`src/shared/t16oc_map.vh`:
```
// Address map, fields, modes and constants of the timer compare block.
// Assumes an APB slave decoding byte address bits 7:0.
`ifndef T16OC_MAP_VH
`define T16OC_MAP_VH
// --------------------------------
// Register offsets
// --------------------------------
`define T16_A_CTRL    8'h00
`define T16_A_FORCE   8'h04
`define T16_A_CNT_LO  8'h08
`define T16_A_CNT_HI  8'h0c
`define T16_A_CMPA_LO 8'h10
`define T16_A_CMPA_HI 8'h14
`define T16_A_CMPB_LO 8'h18
`define T16_A_CMPB_HI 8'h1c
`define T16_A_CAP_LO  8'h20
`define T16_A_CAP_HI  8'h24
`define T16_A_FLAGS   8'h28
// --------------------------------
// Fields
// --------------------------------
`define T16_W_CTRL    11
`define T16_F_MODE    3:0
`define T16_F_ACT     4
`define T16_F_IE      8
`define T16_F_OVIE    10
`define T16_B_OVF     2
`define T16_RST_CTRL  11'h000
`define T16_RST_16    16'h0000
`define T16_RST_8     8'h00
// --------------------------------
// Modes and actions
// --------------------------------
`define T16_M_NORMAL  4'h0
`define T16_M_CTC_A   4'h4
`define T16_M_CTC_C   4'hc
`define T16_M_RSVD    4'hd
`define T16_ACT_NONE  2'h0
`define T16_ACT_TGL   2'h1
`define T16_ACT_CLR   2'h2
`define T16_ACT_SET   2'h3
`define T16_TOP_8     16'h00ff
`define T16_TOP_9     16'h01ff
`define T16_TOP_10    16'h03ff
`define T16_MAX       16'hffff
`define T16_ONE       16'h0001
`endif

```
`src/hdl/t16oc_top.v`:
```
// Compare section of a 16-bit timer with two channels, behind APB.
// Assumes the timer clock arrives as a synchronous enable pulse.
//
// Decided for this implementation: the register addresses and the APB interface to the registers.
`timescale 1ns/1ps
`include "t16oc_map.vh"
module t16oc_top (
  input  wire        I_CLK_SYS,
  input  wire        I_NRST,
  input  wire        I_PSEL,
  input  wire        I_PENABLE,
  input  wire        I_PWRITE,
  input  wire [7:0]  I_PADDR,
  input  wire [31:0] I_PWDATA,
  output reg  [31:0] O_PRDATA,
  output wire        O_PREADY,
  output wire        O_PSLVERR,
  input  wire        I_TCLK_EN,
  input  wire        I_INT_ACK_CMPA,
  input  wire        I_INT_ACK_CMPB,
  input  wire        I_INT_ACK_OVF,
  input  wire        I_PORT_VAL_A,
  input  wire        I_PORT_VAL_B,
  input  wire        I_OUTPUT_DIRECTION_BIT_A,
  input  wire        I_OUTPUT_DIRECTION_BIT_B,
  output wire        O_PIN_A,
  output wire        O_PIN_A_OE_N,
  output wire        O_PIN_B,
  output wire        O_PIN_B_OE_N,
  output wire        O_MATCH_A,
  output wire        O_MATCH_B,
  output wire        O_IRQ_CMPA,
  output wire        O_IRQ_CMPB,
  output wire        O_IRQ_OVF
);

  // --------------------------------
  // Mode decoding
  // --------------------------------
  function is_pwm;
    input [3:0] m;
    begin
      is_pwm = !(m == `T16_M_NORMAL || m == `T16_M_CTC_A ||
                 m == `T16_M_CTC_C  || m == `T16_M_RSVD);
    end
  endfunction

  function is_dual;
    input [3:0] m;
    begin
      is_dual = (m >= 4'h1 && m <= 4'h3) || (m >= 4'h8 && m <= 4'hb);
    end
  endfunction

  function [15:0] top_of;
    input [3:0]  m;
    input [15:0] cmpa;
    input [15:0] cap;
    begin
      case (m)
        4'h1, 4'h5: top_of = `T16_TOP_8;
        4'h2, 4'h6: top_of = `T16_TOP_9;
        4'h3, 4'h7: top_of = `T16_TOP_10;
        4'h4, 4'h9, 4'hb, 4'hf: top_of = cmpa;
        4'h8, 4'ha, 4'hc, 4'he: top_of = cap;
        default: top_of = `T16_MAX;
      endcase
    end
  endfunction

  // --------------------------------
  // State
  // --------------------------------
  reg  [10:0] ctrl_r;
  reg  [15:0] cnt_r;
  reg  [15:0] cnt_nxt;
  reg  [15:0] cap_r;
  reg  [7:0]  temp_r;
  reg  [7:0]  snap_r;
  reg         dir_r;
  reg         dir_nxt;
  reg         block_r;
  reg         ovf_r;
  reg         tov_evt;
  reg         upd_evt;
  reg         top_evt;
  reg         map_ok;
  reg  [31:0] rd_nxt;

  wire [3:0]  mode    = ctrl_r[`T16_F_MODE];
  wire        pwm     = is_pwm(mode);
  wire        dual    = is_dual(mode);
  wire        bot_upd = (mode == 4'h8) || (mode == 4'h9);
  wire        tick    = I_TCLK_EN;
  wire [15:0] cmpa;
  wire [15:0] cmpb;
  wire [15:0] bufa;
  wire [15:0] bufb;
  wire [1:0]  flag;
  wire [15:0] top     = top_of(mode, cmpa, cap_r);
  wire        has_top = pwm || mode == `T16_M_CTC_A || mode == `T16_M_CTC_C;
  wire        top_hit = has_top && (cnt_r == top) && !block_r;

  // --------------------------------
  // APB access
  // --------------------------------
  wire        setup   = I_PSEL && !I_PENABLE;
  wire        acc     = I_PSEL && I_PENABLE;
  wire        wr      = acc && I_PWRITE && map_ok;
  wire        rd      = acc && !I_PWRITE && map_ok;
  wire [7:0]  wbyte   = I_PWDATA[7:0];
  wire        wr_cnt  = wr && (I_PADDR == `T16_A_CNT_LO);
  wire        wr_frc  = wr && (I_PADDR == `T16_A_FORCE) && !pwm;
  wire        wr_flg  = wr && (I_PADDR == `T16_A_FLAGS);
  wire [1:0]  wr_lo   = {wr && (I_PADDR == `T16_A_CMPB_LO),
                         wr && (I_PADDR == `T16_A_CMPA_LO)};

  assign O_PREADY  = 1'b1;
  assign O_PSLVERR = acc && !map_ok;

  always @* begin
    map_ok = 1'b1;
    rd_nxt = 32'h0000_0000;
    case (I_PADDR)
      `T16_A_CTRL:    rd_nxt[10:0] = ctrl_r;
      `T16_A_FORCE:   rd_nxt = 32'h0000_0000;
      `T16_A_CNT_LO:  rd_nxt[7:0] = cnt_r[7:0];
      `T16_A_CNT_HI:  rd_nxt[7:0] = temp_r;
      `T16_A_CMPA_LO: rd_nxt[7:0] = pwm ? bufa[7:0] : cmpa[7:0];
      `T16_A_CMPA_HI: rd_nxt[7:0] = pwm ? bufa[15:8] : cmpa[15:8];
      `T16_A_CMPB_LO: rd_nxt[7:0] = pwm ? bufb[7:0] : cmpb[7:0];
      `T16_A_CMPB_HI: rd_nxt[7:0] = pwm ? bufb[15:8] : cmpb[15:8];
      `T16_A_CAP_LO:  rd_nxt[7:0] = cap_r[7:0];
      `T16_A_CAP_HI:  rd_nxt[7:0] = cap_r[15:8];
      `T16_A_FLAGS:   rd_nxt[2:0] = {ovf_r, flag};
      default:        map_ok = 1'b0;
    endcase
  end

  // Read data is staged in the setup phase, so the access phase is zero wait
  always @(posedge I_CLK_SYS or negedge I_NRST) begin
    if (!I_NRST) begin
      O_PRDATA <= 32'h0000_0000;
      snap_r   <= `T16_RST_8;
    end else if (setup) begin
      O_PRDATA <= rd_nxt;
      snap_r   <= cnt_r[15:8];
    end
  end

  // Shared holding byte for every sixteen-bit write and the counter read
  always @(posedge I_CLK_SYS or negedge I_NRST) begin
    if (!I_NRST) begin
      temp_r <= `T16_RST_8;
    end else if (wr && (I_PADDR == `T16_A_CNT_HI || I_PADDR == `T16_A_CMPA_HI ||
                        I_PADDR == `T16_A_CMPB_HI || I_PADDR == `T16_A_CAP_HI)) begin
      temp_r <= wbyte;
    end else if (rd && I_PADDR == `T16_A_CNT_LO) begin
      temp_r <= snap_r;
    end
  end

  always @(posedge I_CLK_SYS or negedge I_NRST) begin
    if (!I_NRST) begin
      ctrl_r <= `T16_RST_CTRL;
      cap_r  <= `T16_RST_16;
    end else begin
      if (wr && I_PADDR == `T16_A_CTRL)
        ctrl_r <= I_PWDATA[10:0];
      if (wr && I_PADDR == `T16_A_CAP_LO)
        cap_r <= {temp_r, wbyte};
    end
  end

  // --------------------------------
  // Counter
  // --------------------------------
  always @* begin
    cnt_nxt = cnt_r;
    dir_nxt = dir_r;
    tov_evt = 1'b0;
    upd_evt = 1'b0;
    top_evt = 1'b0;
    if (wr_cnt) begin
      cnt_nxt = {temp_r, wbyte};
    end else if (tick) begin
      if (dual) begin
        if (!dir_r && top_hit) begin
          cnt_nxt = cnt_r - `T16_ONE;
          dir_nxt = 1'b1;
          upd_evt = !bot_upd;
        end else if (dir_r && cnt_r == `T16_RST_16) begin
          cnt_nxt = cnt_r + `T16_ONE;
          dir_nxt = 1'b0;
          tov_evt = 1'b1;
          upd_evt = bot_upd;
        end else if (dir_r) begin
          cnt_nxt = cnt_r - `T16_ONE;
        end else begin
          cnt_nxt = cnt_r + `T16_ONE;
        end
      end else if (top_hit) begin
        cnt_nxt = `T16_RST_16;
        top_evt = 1'b1;
        tov_evt = pwm;
        upd_evt = pwm;
      end else begin
        cnt_nxt = cnt_r + `T16_ONE;
        tov_evt = (cnt_r == `T16_MAX);
      end
    end
  end

  // Blocking holds across a stopped timer until the next timer clock
  always @(posedge I_CLK_SYS or negedge I_NRST) begin
    if (!I_NRST) begin
      cnt_r   <= `T16_RST_16;
      dir_r   <= 1'b0;
      block_r <= 1'b0;
    end else begin
      cnt_r <= cnt_nxt;
      dir_r <= dual ? dir_nxt : 1'b0;
      if (wr_cnt)
        block_r <= 1'b1;
      else if (tick)
        block_r <= 1'b0;
    end
  end

  // Set wins over a same-cycle clear
  always @(posedge I_CLK_SYS or negedge I_NRST) begin
    if (!I_NRST)
      ovf_r <= 1'b0;
    else if (tov_evt)
      ovf_r <= 1'b1;
    else if (I_INT_ACK_OVF || (wr_flg && I_PWDATA[`T16_B_OVF]))
      ovf_r <= 1'b0;
  end

  assign O_IRQ_OVF = ovf_r && ctrl_r[`T16_F_OVIE];

  // --------------------------------
  // Compare channels
  // --------------------------------
  wire [1:0] ack      = {I_INT_ACK_CMPB, I_INT_ACK_CMPA};
  wire [1:0] port_val = {I_PORT_VAL_B, I_PORT_VAL_A};
  wire [1:0] ddr      = {I_OUTPUT_DIRECTION_BIT_B, I_OUTPUT_DIRECTION_BIT_A};
  wire [1:0] match;
  wire [1:0] pin;

  genvar g;
  generate
    for (g = 0; g < 2; g = g + 1) begin : ch
      reg  [15:0] cmp_r;
      reg  [15:0] buf_r;
      reg         flag_r;
      reg         st_r;
      reg         st_nxt;
      wire [1:0]  act = ctrl_r[`T16_F_ACT + 2 * g +: 2];
      wire        hit = tick && match[g] && !block_r;
      wire        frc = wr_frc && I_PWDATA[g];

      assign match[g] = (cnt_r == cmp_r);

      // Hardware never rewrites these except the buffer transfer
      always @(posedge I_CLK_SYS or negedge I_NRST) begin
        if (!I_NRST) begin
          cmp_r <= `T16_RST_16;
          buf_r <= `T16_RST_16;
        end else begin
          if (wr_lo[g] && pwm)
            buf_r <= {temp_r, wbyte};
          if (wr_lo[g] && !pwm)
            cmp_r <= {temp_r, wbyte};
          else if (upd_evt)
            cmp_r <= buf_r;
        end
      end

      always @(posedge I_CLK_SYS or negedge I_NRST) begin
        if (!I_NRST)
          flag_r <= 1'b0;
        else if (hit)
          flag_r <= 1'b1;
        else if (ack[g] || (wr_flg && I_PWDATA[g]))
          flag_r <= 1'b0;
      end

      always @* begin
        st_nxt = st_r;
        if (act != `T16_ACT_NONE) begin
          if (!pwm) begin
            if (hit || frc) begin
              case (act)
                `T16_ACT_TGL: st_nxt = !st_r;
                `T16_ACT_CLR: st_nxt = 1'b0;
                `T16_ACT_SET: st_nxt = 1'b1;
                default:      st_nxt = st_r;
              endcase
            end
          end else if (dual) begin
            if (hit && act[1])
              st_nxt = dir_r ? !act[0] : act[0];
          end else begin
            if (hit && act[1])
              st_nxt = !act[0];
            if (top_evt && act[1])
              st_nxt = act[0];
          end
        end
      end

      always @(posedge I_CLK_SYS or negedge I_NRST) begin
        if (!I_NRST)
          st_r <= 1'b0;
        else
          st_r <= st_nxt;
      end

      assign pin[g]   = (act != `T16_ACT_NONE) ? st_r : port_val[g];
      assign flag[g]  = flag_r;
    end
  endgenerate

  assign cmpa = ch[0].cmp_r;
  assign cmpb = ch[1].cmp_r;
  assign bufa = ch[0].buf_r;
  assign bufb = ch[1].buf_r;

  // --------------------------------
  // Outputs
  // --------------------------------
  assign O_MATCH_A    = match[0];
  assign O_MATCH_B    = match[1];
  assign O_IRQ_CMPA   = flag[0] && ctrl_r[`T16_F_IE];
  assign O_IRQ_CMPB   = flag[1] && ctrl_r[`T16_F_IE + 1];
  assign O_PIN_A      = pin[0];
  assign O_PIN_B      = pin[1];
  assign O_PIN_A_OE_N = !ddr[0];
  assign O_PIN_B_OE_N = !ddr[1];

endmodule // t16oc_top

```
`config.mk`:
```
export PLATFORM = sky130hd
export DESIGN_NAME = t16oc_top
export DESIGN_NICKNAME = d
export VERILOG_FILES = /design/src/hdl/t16oc_top.v
export VERILOG_INCLUDE_DIRS = /design/src /design/src/shared
export SDC_FILE = /design/constraint.sdc
export NUM_CORES = 1
export LEC_CHECK = 0
export BUFFER_PORTS_ARGS = -buffer_cell sky130_fd_sc_hd__buf_2
export CORE_ASPECT_RATIO = 0.7
export CORE_MARGIN = 10
export CORE_UTILIZATION = 60
export DETAILED_ROUTE_END_ITERATION = 10
export GPL_TIMING_DRIVEN = 0
export PLACE_DENSITY = 0.81
export SKIP_CTS_REPAIR_TIMING = 1
export SLEW_MARGIN = 5
export SYNTH_ARGS = -nofsm -noshare
export SYNTH_HDL_FRONTEND = slang
export SYNTH_SLANG_ARGS = --single-unit
```
`constraint.sdc`:
```
create_clock -name I_CLK_SYS -period 4.09 [get_ports I_CLK_SYS]
set_input_delay 0.818 -clock I_CLK_SYS [delete_from_list [all_inputs] [get_ports I_CLK_SYS]]
set_output_delay 0.818 -clock I_CLK_SYS [all_outputs]
set_load 0.05 [all_outputs]
```
* Yosys cells after proc, flatten, opt, wreduce, memory -nomap -nowiden
Index checks and enable logic that the tools add are counted.
Operators by class: $add $sub $neg 2, equal/unequal tests 44, muxes and demuxes 69, order comparisons 4, reduce and logical (&&, ||, !) cells 94
Operator list (number):
- 16-bit 2-to-1 mux | 11
- 16-bit case mux with 5 select lines | 1
- 16-bit equality test | 3
- 8-bit 2-to-1 mux | 6
- 1-bit 2-to-1 mux | 46
- 5-bit case mux with 9 select lines | 1
- 1-bit logical AND | 43
- 4-bit equality test, second input constant | 8
- 8-bit by 5-bit equality test with 1-bit output, second input constant | 4
- 3-bit case mux with 10 select lines | 1
- 8-bit by 6-bit equality test with 1-bit output, second input constant | 3
- 2-bit nonzero test | 9
- 16-bit by 1-bit adder with 16-bit output, second input constant | 1
- 16-bit equality test, second input constant | 1
- 4-bit by 3-bit equality test with 1-bit output, second input constant | 4
- 8-bit by 4-bit equality test with 1-bit output, second input constant | 2
- 16-bit zero test | 1
- 16-bit by 1-bit subtractor with 16-bit output, second input constant | 1
- 1-bit logical OR | 15
- 1-bit zero test | 13
- 11-bit OR reduction | 1
- 5-bit AND reduction | 2
- 3-bit by 1-bit != test with 1-bit output, second input constant | 3
- 2-bit equality test, second input constant | 4
- other kinds (19) | 29
Storage, ports and cells: word-level logic and storage cells 230, output and inout bits 43, register bits 141

* Logic depth before layout (Yosys ltp)
word-level depth 17, gate-level depth with buffers 14

* Worst setup path before layout
OpenSTA, ideal clock, no wires.
path kind register to register, from reg cnt_r[5], to reg ch[1].st_r, buffers on the path 1, setup slack 315 ps, stages on the path, launching flop included 11, clock period less this slack 3775 ps, arrival 3648 ps, required time 3963 ps, cells stage by stage dfrtp_1 > buf_1 > xnor2_1 > nand4_1 > nor4_1 > and3_1 > a21oi_1 > or4_1 > o311a_1 > a22oi_1 > o21ai_1
Between the ends: elaborated cells on any way between the ends 20
RTL lines:
- start: declaration | RTL line t16oc_top.v:75 | reg [15:0] cnt_r;
- start signal: assignment | RTL line t16oc_top.v:217 | cnt_r <= `T16_RST_16;
- start signal: assignment | RTL line t16oc_top.v:221 | cnt_r <= cnt_nxt;
- 16-bit equality test * | RTL line t16oc_top.v:263 | assign match[g] = (cnt_r == cmp_r);
- via O_MATCH_B | RTL line t16oc_top.v:31 | output wire O_MATCH_B,
- 1-bit logical AND * (2 in series) | RTL line t16oc_top.v:260 | wire hit = tick && match[g] && !block_r;
- 1-bit logical AND or 1-bit logical OR (tied branches) | RTL line t16oc_top.v:302, t16oc_top.v:305, t16oc_top.v:293
- 3-bit by 1-bit != test with 1-bit output (no line) (tied with other cells)
- 5-bit AND reduction (no line) *
- end signal: assignment | RTL line t16oc_top.v:317 | st_r <= st_nxt;
- end: declaration | RTL line t16oc_top.v:257 | reg st_r;
The timed path passes the listed nets; every way through them passes the cells marked *. A chain may end at the register's enable or synchronous reset.

* Worst setup path after layout
from reg ctrl_r[3], to reg ch[0].buf_r[10] (netlist: bufa[10])
Between the ends: longest elaborated chain between the ends 6, elaborated cells on any way between the ends 9
RTL lines:
- start: declaration | RTL line t16oc_top.v:74 | reg [10:0] ctrl_r;
- start signal: assignment | RTL line t16oc_top.v:165 | ctrl_r <= `T16_RST_CTRL;
- start signal: assignment | RTL line t16oc_top.v:169 | ctrl_r <= I_PWDATA[10:0];
- 4-bit by 3-bit equality test with 1-bit output or 4-bit zero test (tied branches)
- 1-bit logical OR (no line) (2 in series)
- 1-bit logical OR (no line) *
- 1-bit zero test * | RTL line t16oc_top.v:43 | is_pwm = !(m == `T16_M_NORMAL || m == `T16_M_CTC_A ||
- 1-bit logical AND * | RTL line t16oc_top.v:271 | if (wr_lo[g] && pwm)
- end signal: assignment | RTL line t16oc_top.v:269 | buf_r <= `T16_RST_16;
- end signal: assignment | RTL line t16oc_top.v:272 | buf_r <= {temp_r, wbyte};
- end: declaration | RTL line t16oc_top.v:255 | reg [15:0] buf_r;
Mark *: on every way between the ends. The rest lies on a longest branch, timed or not.

==> summary.txt <==
Power and ir drop
  – Cell leakage power: about 0.0045 µW
  – Maximum VDD drop: ~0.34 mV
  – Power density normalized to cell area: between 300 and 400 mW/mm²
  – Overall power after layout: roughly 4000 µW

Global routing
  – Number of antenna violations at the first check in global routing: 0
  – Largest net degree at the start of global routing: 94
  – Via count of the first global-routing pass: about 8300
  – First-pass GRT wire length: 53500 µm
  – Overall global routing resource usage: 0.341
  – Residual overflow from global routing: 0

Floorplan
  – Num ports: 96
  – Core Footprint: 0.0149 mm²
  – Starting Density: 0.619
  – Chip Width: ~170 µm
  – Vertical die dimension: approximately 120 µm
  – Standard-cell row count: 37
  – Area enclosed by the die boundary: between 0.02 and 0.025 mm²

Placement
  – Number of buffer cells added on primary ports: between 40 and 50
  – Last weighted congestion value of the routability-driven placer: between 1 and 1.5
  – Detail Placement HPWL: 27100 µm

STA
  – Max-slew violation total from the final report: 0
  – Final setup violation count: 0
  – Crit share post-route: 0.991
  – Total count of hold-check failures in the final report: 0
  – RSZ-0062 raised after global routing: no
  – Transition time at the pin with the least slew margin: between 1000 and 1500 ps
  – Fin Clk Skew: ~11 ps
  – Post-layout minimum cycle time: approximately 4100 ps
  – Max-slew headroom: 0.0313
  – Top achievable clock speed: approximately 250 MHz

Setup path
  – Worst path required time: 4410 ps
  – Highest net fanout along the worst path: 10
  – CP startpoint kind: flip-flop
  – Setup crit end kind: flip-flop
  – Crit Path Class: reg2reg
  – CP Data Arrival Time: between 4000 and 5000 ps

Worst hold path
  – Type of the most critical hold path: in2async

Finish
  – Signed area change from the synthesized netlist to the final layout: 13.5%
  – Final design utilization: 0.703
  – Fraction of final layout cells with drive strength greater than 1: 0.190
  – Fill count: approximately 1200
  – Register area: 0.00353 mm²
  – Final net count: 1171
  – Area used by multi-input combinational logic: 0.00514 mm²

Yosys
  – Post-Syn Area: just over 0.009 mm²
  – Register bit count reported by yosys: 141
  – Cell with the most instances after synthesis: dfrtp_1
  – Most used standard cells in the synthesized netlist: 141 x dfrtp_1, 107 x nand2_1, 73 x nor2_1
  – Synthesized area per cell: between 8 and 9 µm²
  – Post-synthesis cell type count: 74
  – Number of warnings reported in the yosys synthesis log: 0
  – Fraction of the yosys area taken by sequential cells: 0.382
  – Cells after synthesis: 1028
  – Leading area contributor after synthesis: dfrtp_1
  – Number of enable flip-flop cells after synthesis: 0
  – Fraction of registers with async set/reset: 1.00
  – Most area-consuming cells after synthesis: dfrtp_1 38%, mux2_2 7.6%, mux2i_1 4.9%
  – Share of the synthesized area in the top cell type: 0.382
  – Commonest register cell after synthesis: dfrtp_1

CTS
  – Clk slew on worst S/H paths: 70 ps
  – Num CTS Buffers: 17
  – Count of H-tree levels built during CTS: 4
  – TritonCTS clock tree: built
  – Clock root buffer: clkbuf_16
  – Clock sinks: between 100 and 150
  – Clock buffer depth: 2
  – Insertion delay of the later-clocked pin in the worst-skew pair: ~440 ps

Drt
  – Via total after detailed routing: 9291
  – Starting DRT DRC Count: between 1500 and 2000
  – Wire length reported by the detailed router: 36300 µm
  – Detailed Routing Iterations Pass 1: 6
  – Vias/cell: 7.02
  – Residual DRC count: 0
  – Antenna-violating nets left: 0
  – Avg WL per Cell: around 27 µm

Outcome
  – Result of the run: complete, no violations

Run
  – Maxcap violations: 0
-- per-layer routing --
layer | vias to the layer above | global-route usage | wire [µm]
li1 | 3909 | - | -
met1 | 4445 | 0.481 | 14800
met2 | 823 | 0.439 | 13800
met3 | 114 | 0.161 | 6510
met4 | 0 | 0.124 | 1210
met5 | - | 0 | 0
-- worst max-delay path: stages (launching register included) --
cell	delay, ps
dfrtp_1	370
clkbuf_1	480
buf_2	400
or2_2	180
a21o_1	100
clkbuf_1	520
clkbuf_1	600
nand2_1	400
clkbuf_1	460
mux2_2	400
-- power by group --
part	internal [µW]	switching, µW	total [µW]
clock	998	737	1730
sequential	1430	37.9	1470
combinational	220	527	746
-- cell type report --
class                      instances  area share
multi-input combinational        771       0.490
sequential                       141       0.337
buffer                           101      0.0511
clock buffer                      17      0.0406
timing repair buffer              47      0.0252
tap                              195      0.0233
clock inverter                    15      0.0203
inverter                          35      0.0125
antenna                            1    0.000239
-- through the flow --
step	area (µm²)	setup TNS, ps	worst slack (ps)	hold slack, ps	cells
2_1_floorplan	9310	0	315	446	1048
5_1_grt	10500	0	12.2	334	1322
6_report	10500	0	36.5	308	1323
4_1_cts	10500	0	177	322	1322
3_5_place_dp	9820	-38.2	-38.2	456	1290
3_3_place_gp	9780	-8.91	-8.91	452	1289
-- registers in the layout, indices dropped and copies added (netlist names) --
| signal | cells |
|---|---|
| block_r | 1 |
| dir_r | 1 |
| bufb | 16 |
| cap_r | 16 |
| ch.cmp_r | 32 |
| O_PRDATA | 11 |
| ch.st_r | 2 |
| ch.flag_r | 2 |
| temp_r | 8 |
| ctrl_r | 11 |
| snap_r | 8 |
| ovf_r | 1 |
| cnt_r | 16 |
| bufa | 16 |
-- worst paths after layout --
| path | start | to | slack, ps | cells after the start |
|---|---|---|---|---|
| setup / recovery | ctrl_r[3]$_DFFE_PN0P_ | bufa[10]$_DFFE_PN0P_ | 40 | 9 |
| hold / removal | I_NRST | cnt_r[2]$_DFFE_PN0P_ | 310 | 1 |
| setup reg to reg | ctrl_r[3]$_DFFE_PN0P_ | bufa[10]$_DFFE_PN0P_ | 40 | 9 |
| hold reg to reg | snap_r[2]$_DFFE_PN0P_ | snap_r[2]$_DFFE_PN0P_ | 480 | 2 |
| max in group asynchronous | I_NRST | bufb[10]$_DFFE_PN0P_ | 2950 | 2 |
| min in group I_CLK_SYS | snap_r[2]$_DFFE_PN0P_ | snap_r[2]$_DFFE_PN0P_ | 480 | 2 |
-- logic make-up (layout without fill, tap and decap cells) --
kind of cell / after synthesis / in the layout / synth area share
other: 2 / 23 / 0.000813
muxes: 107 / 107 / 0.124
DFF: 141 / 141 / 0.382
AOI/OAI and AO/OA: 274 / 274 / 0.206
adders and majority gates: 4 / 4 / 0.00542
xor gates and xnor gates: 40 / 40 / 0.0379
buffers and inverters: 136 / 215 / 0.0718
and+or+nand+nor: 324 / 324 / 0.171
-- placed cells by master (no fill, tap or decap), drive strengths merged, types with 25 or more instances in the layout --
master,instances
dfrtp,141
clkbuf,68
mux2i,45
a31oi,25
a21oi,61
nor2,73
nand2,107
inv,46
buf,97
xnor2,37
o21ai,47
nor3,26
mux2,62
(Power assumes the default switching activity.)
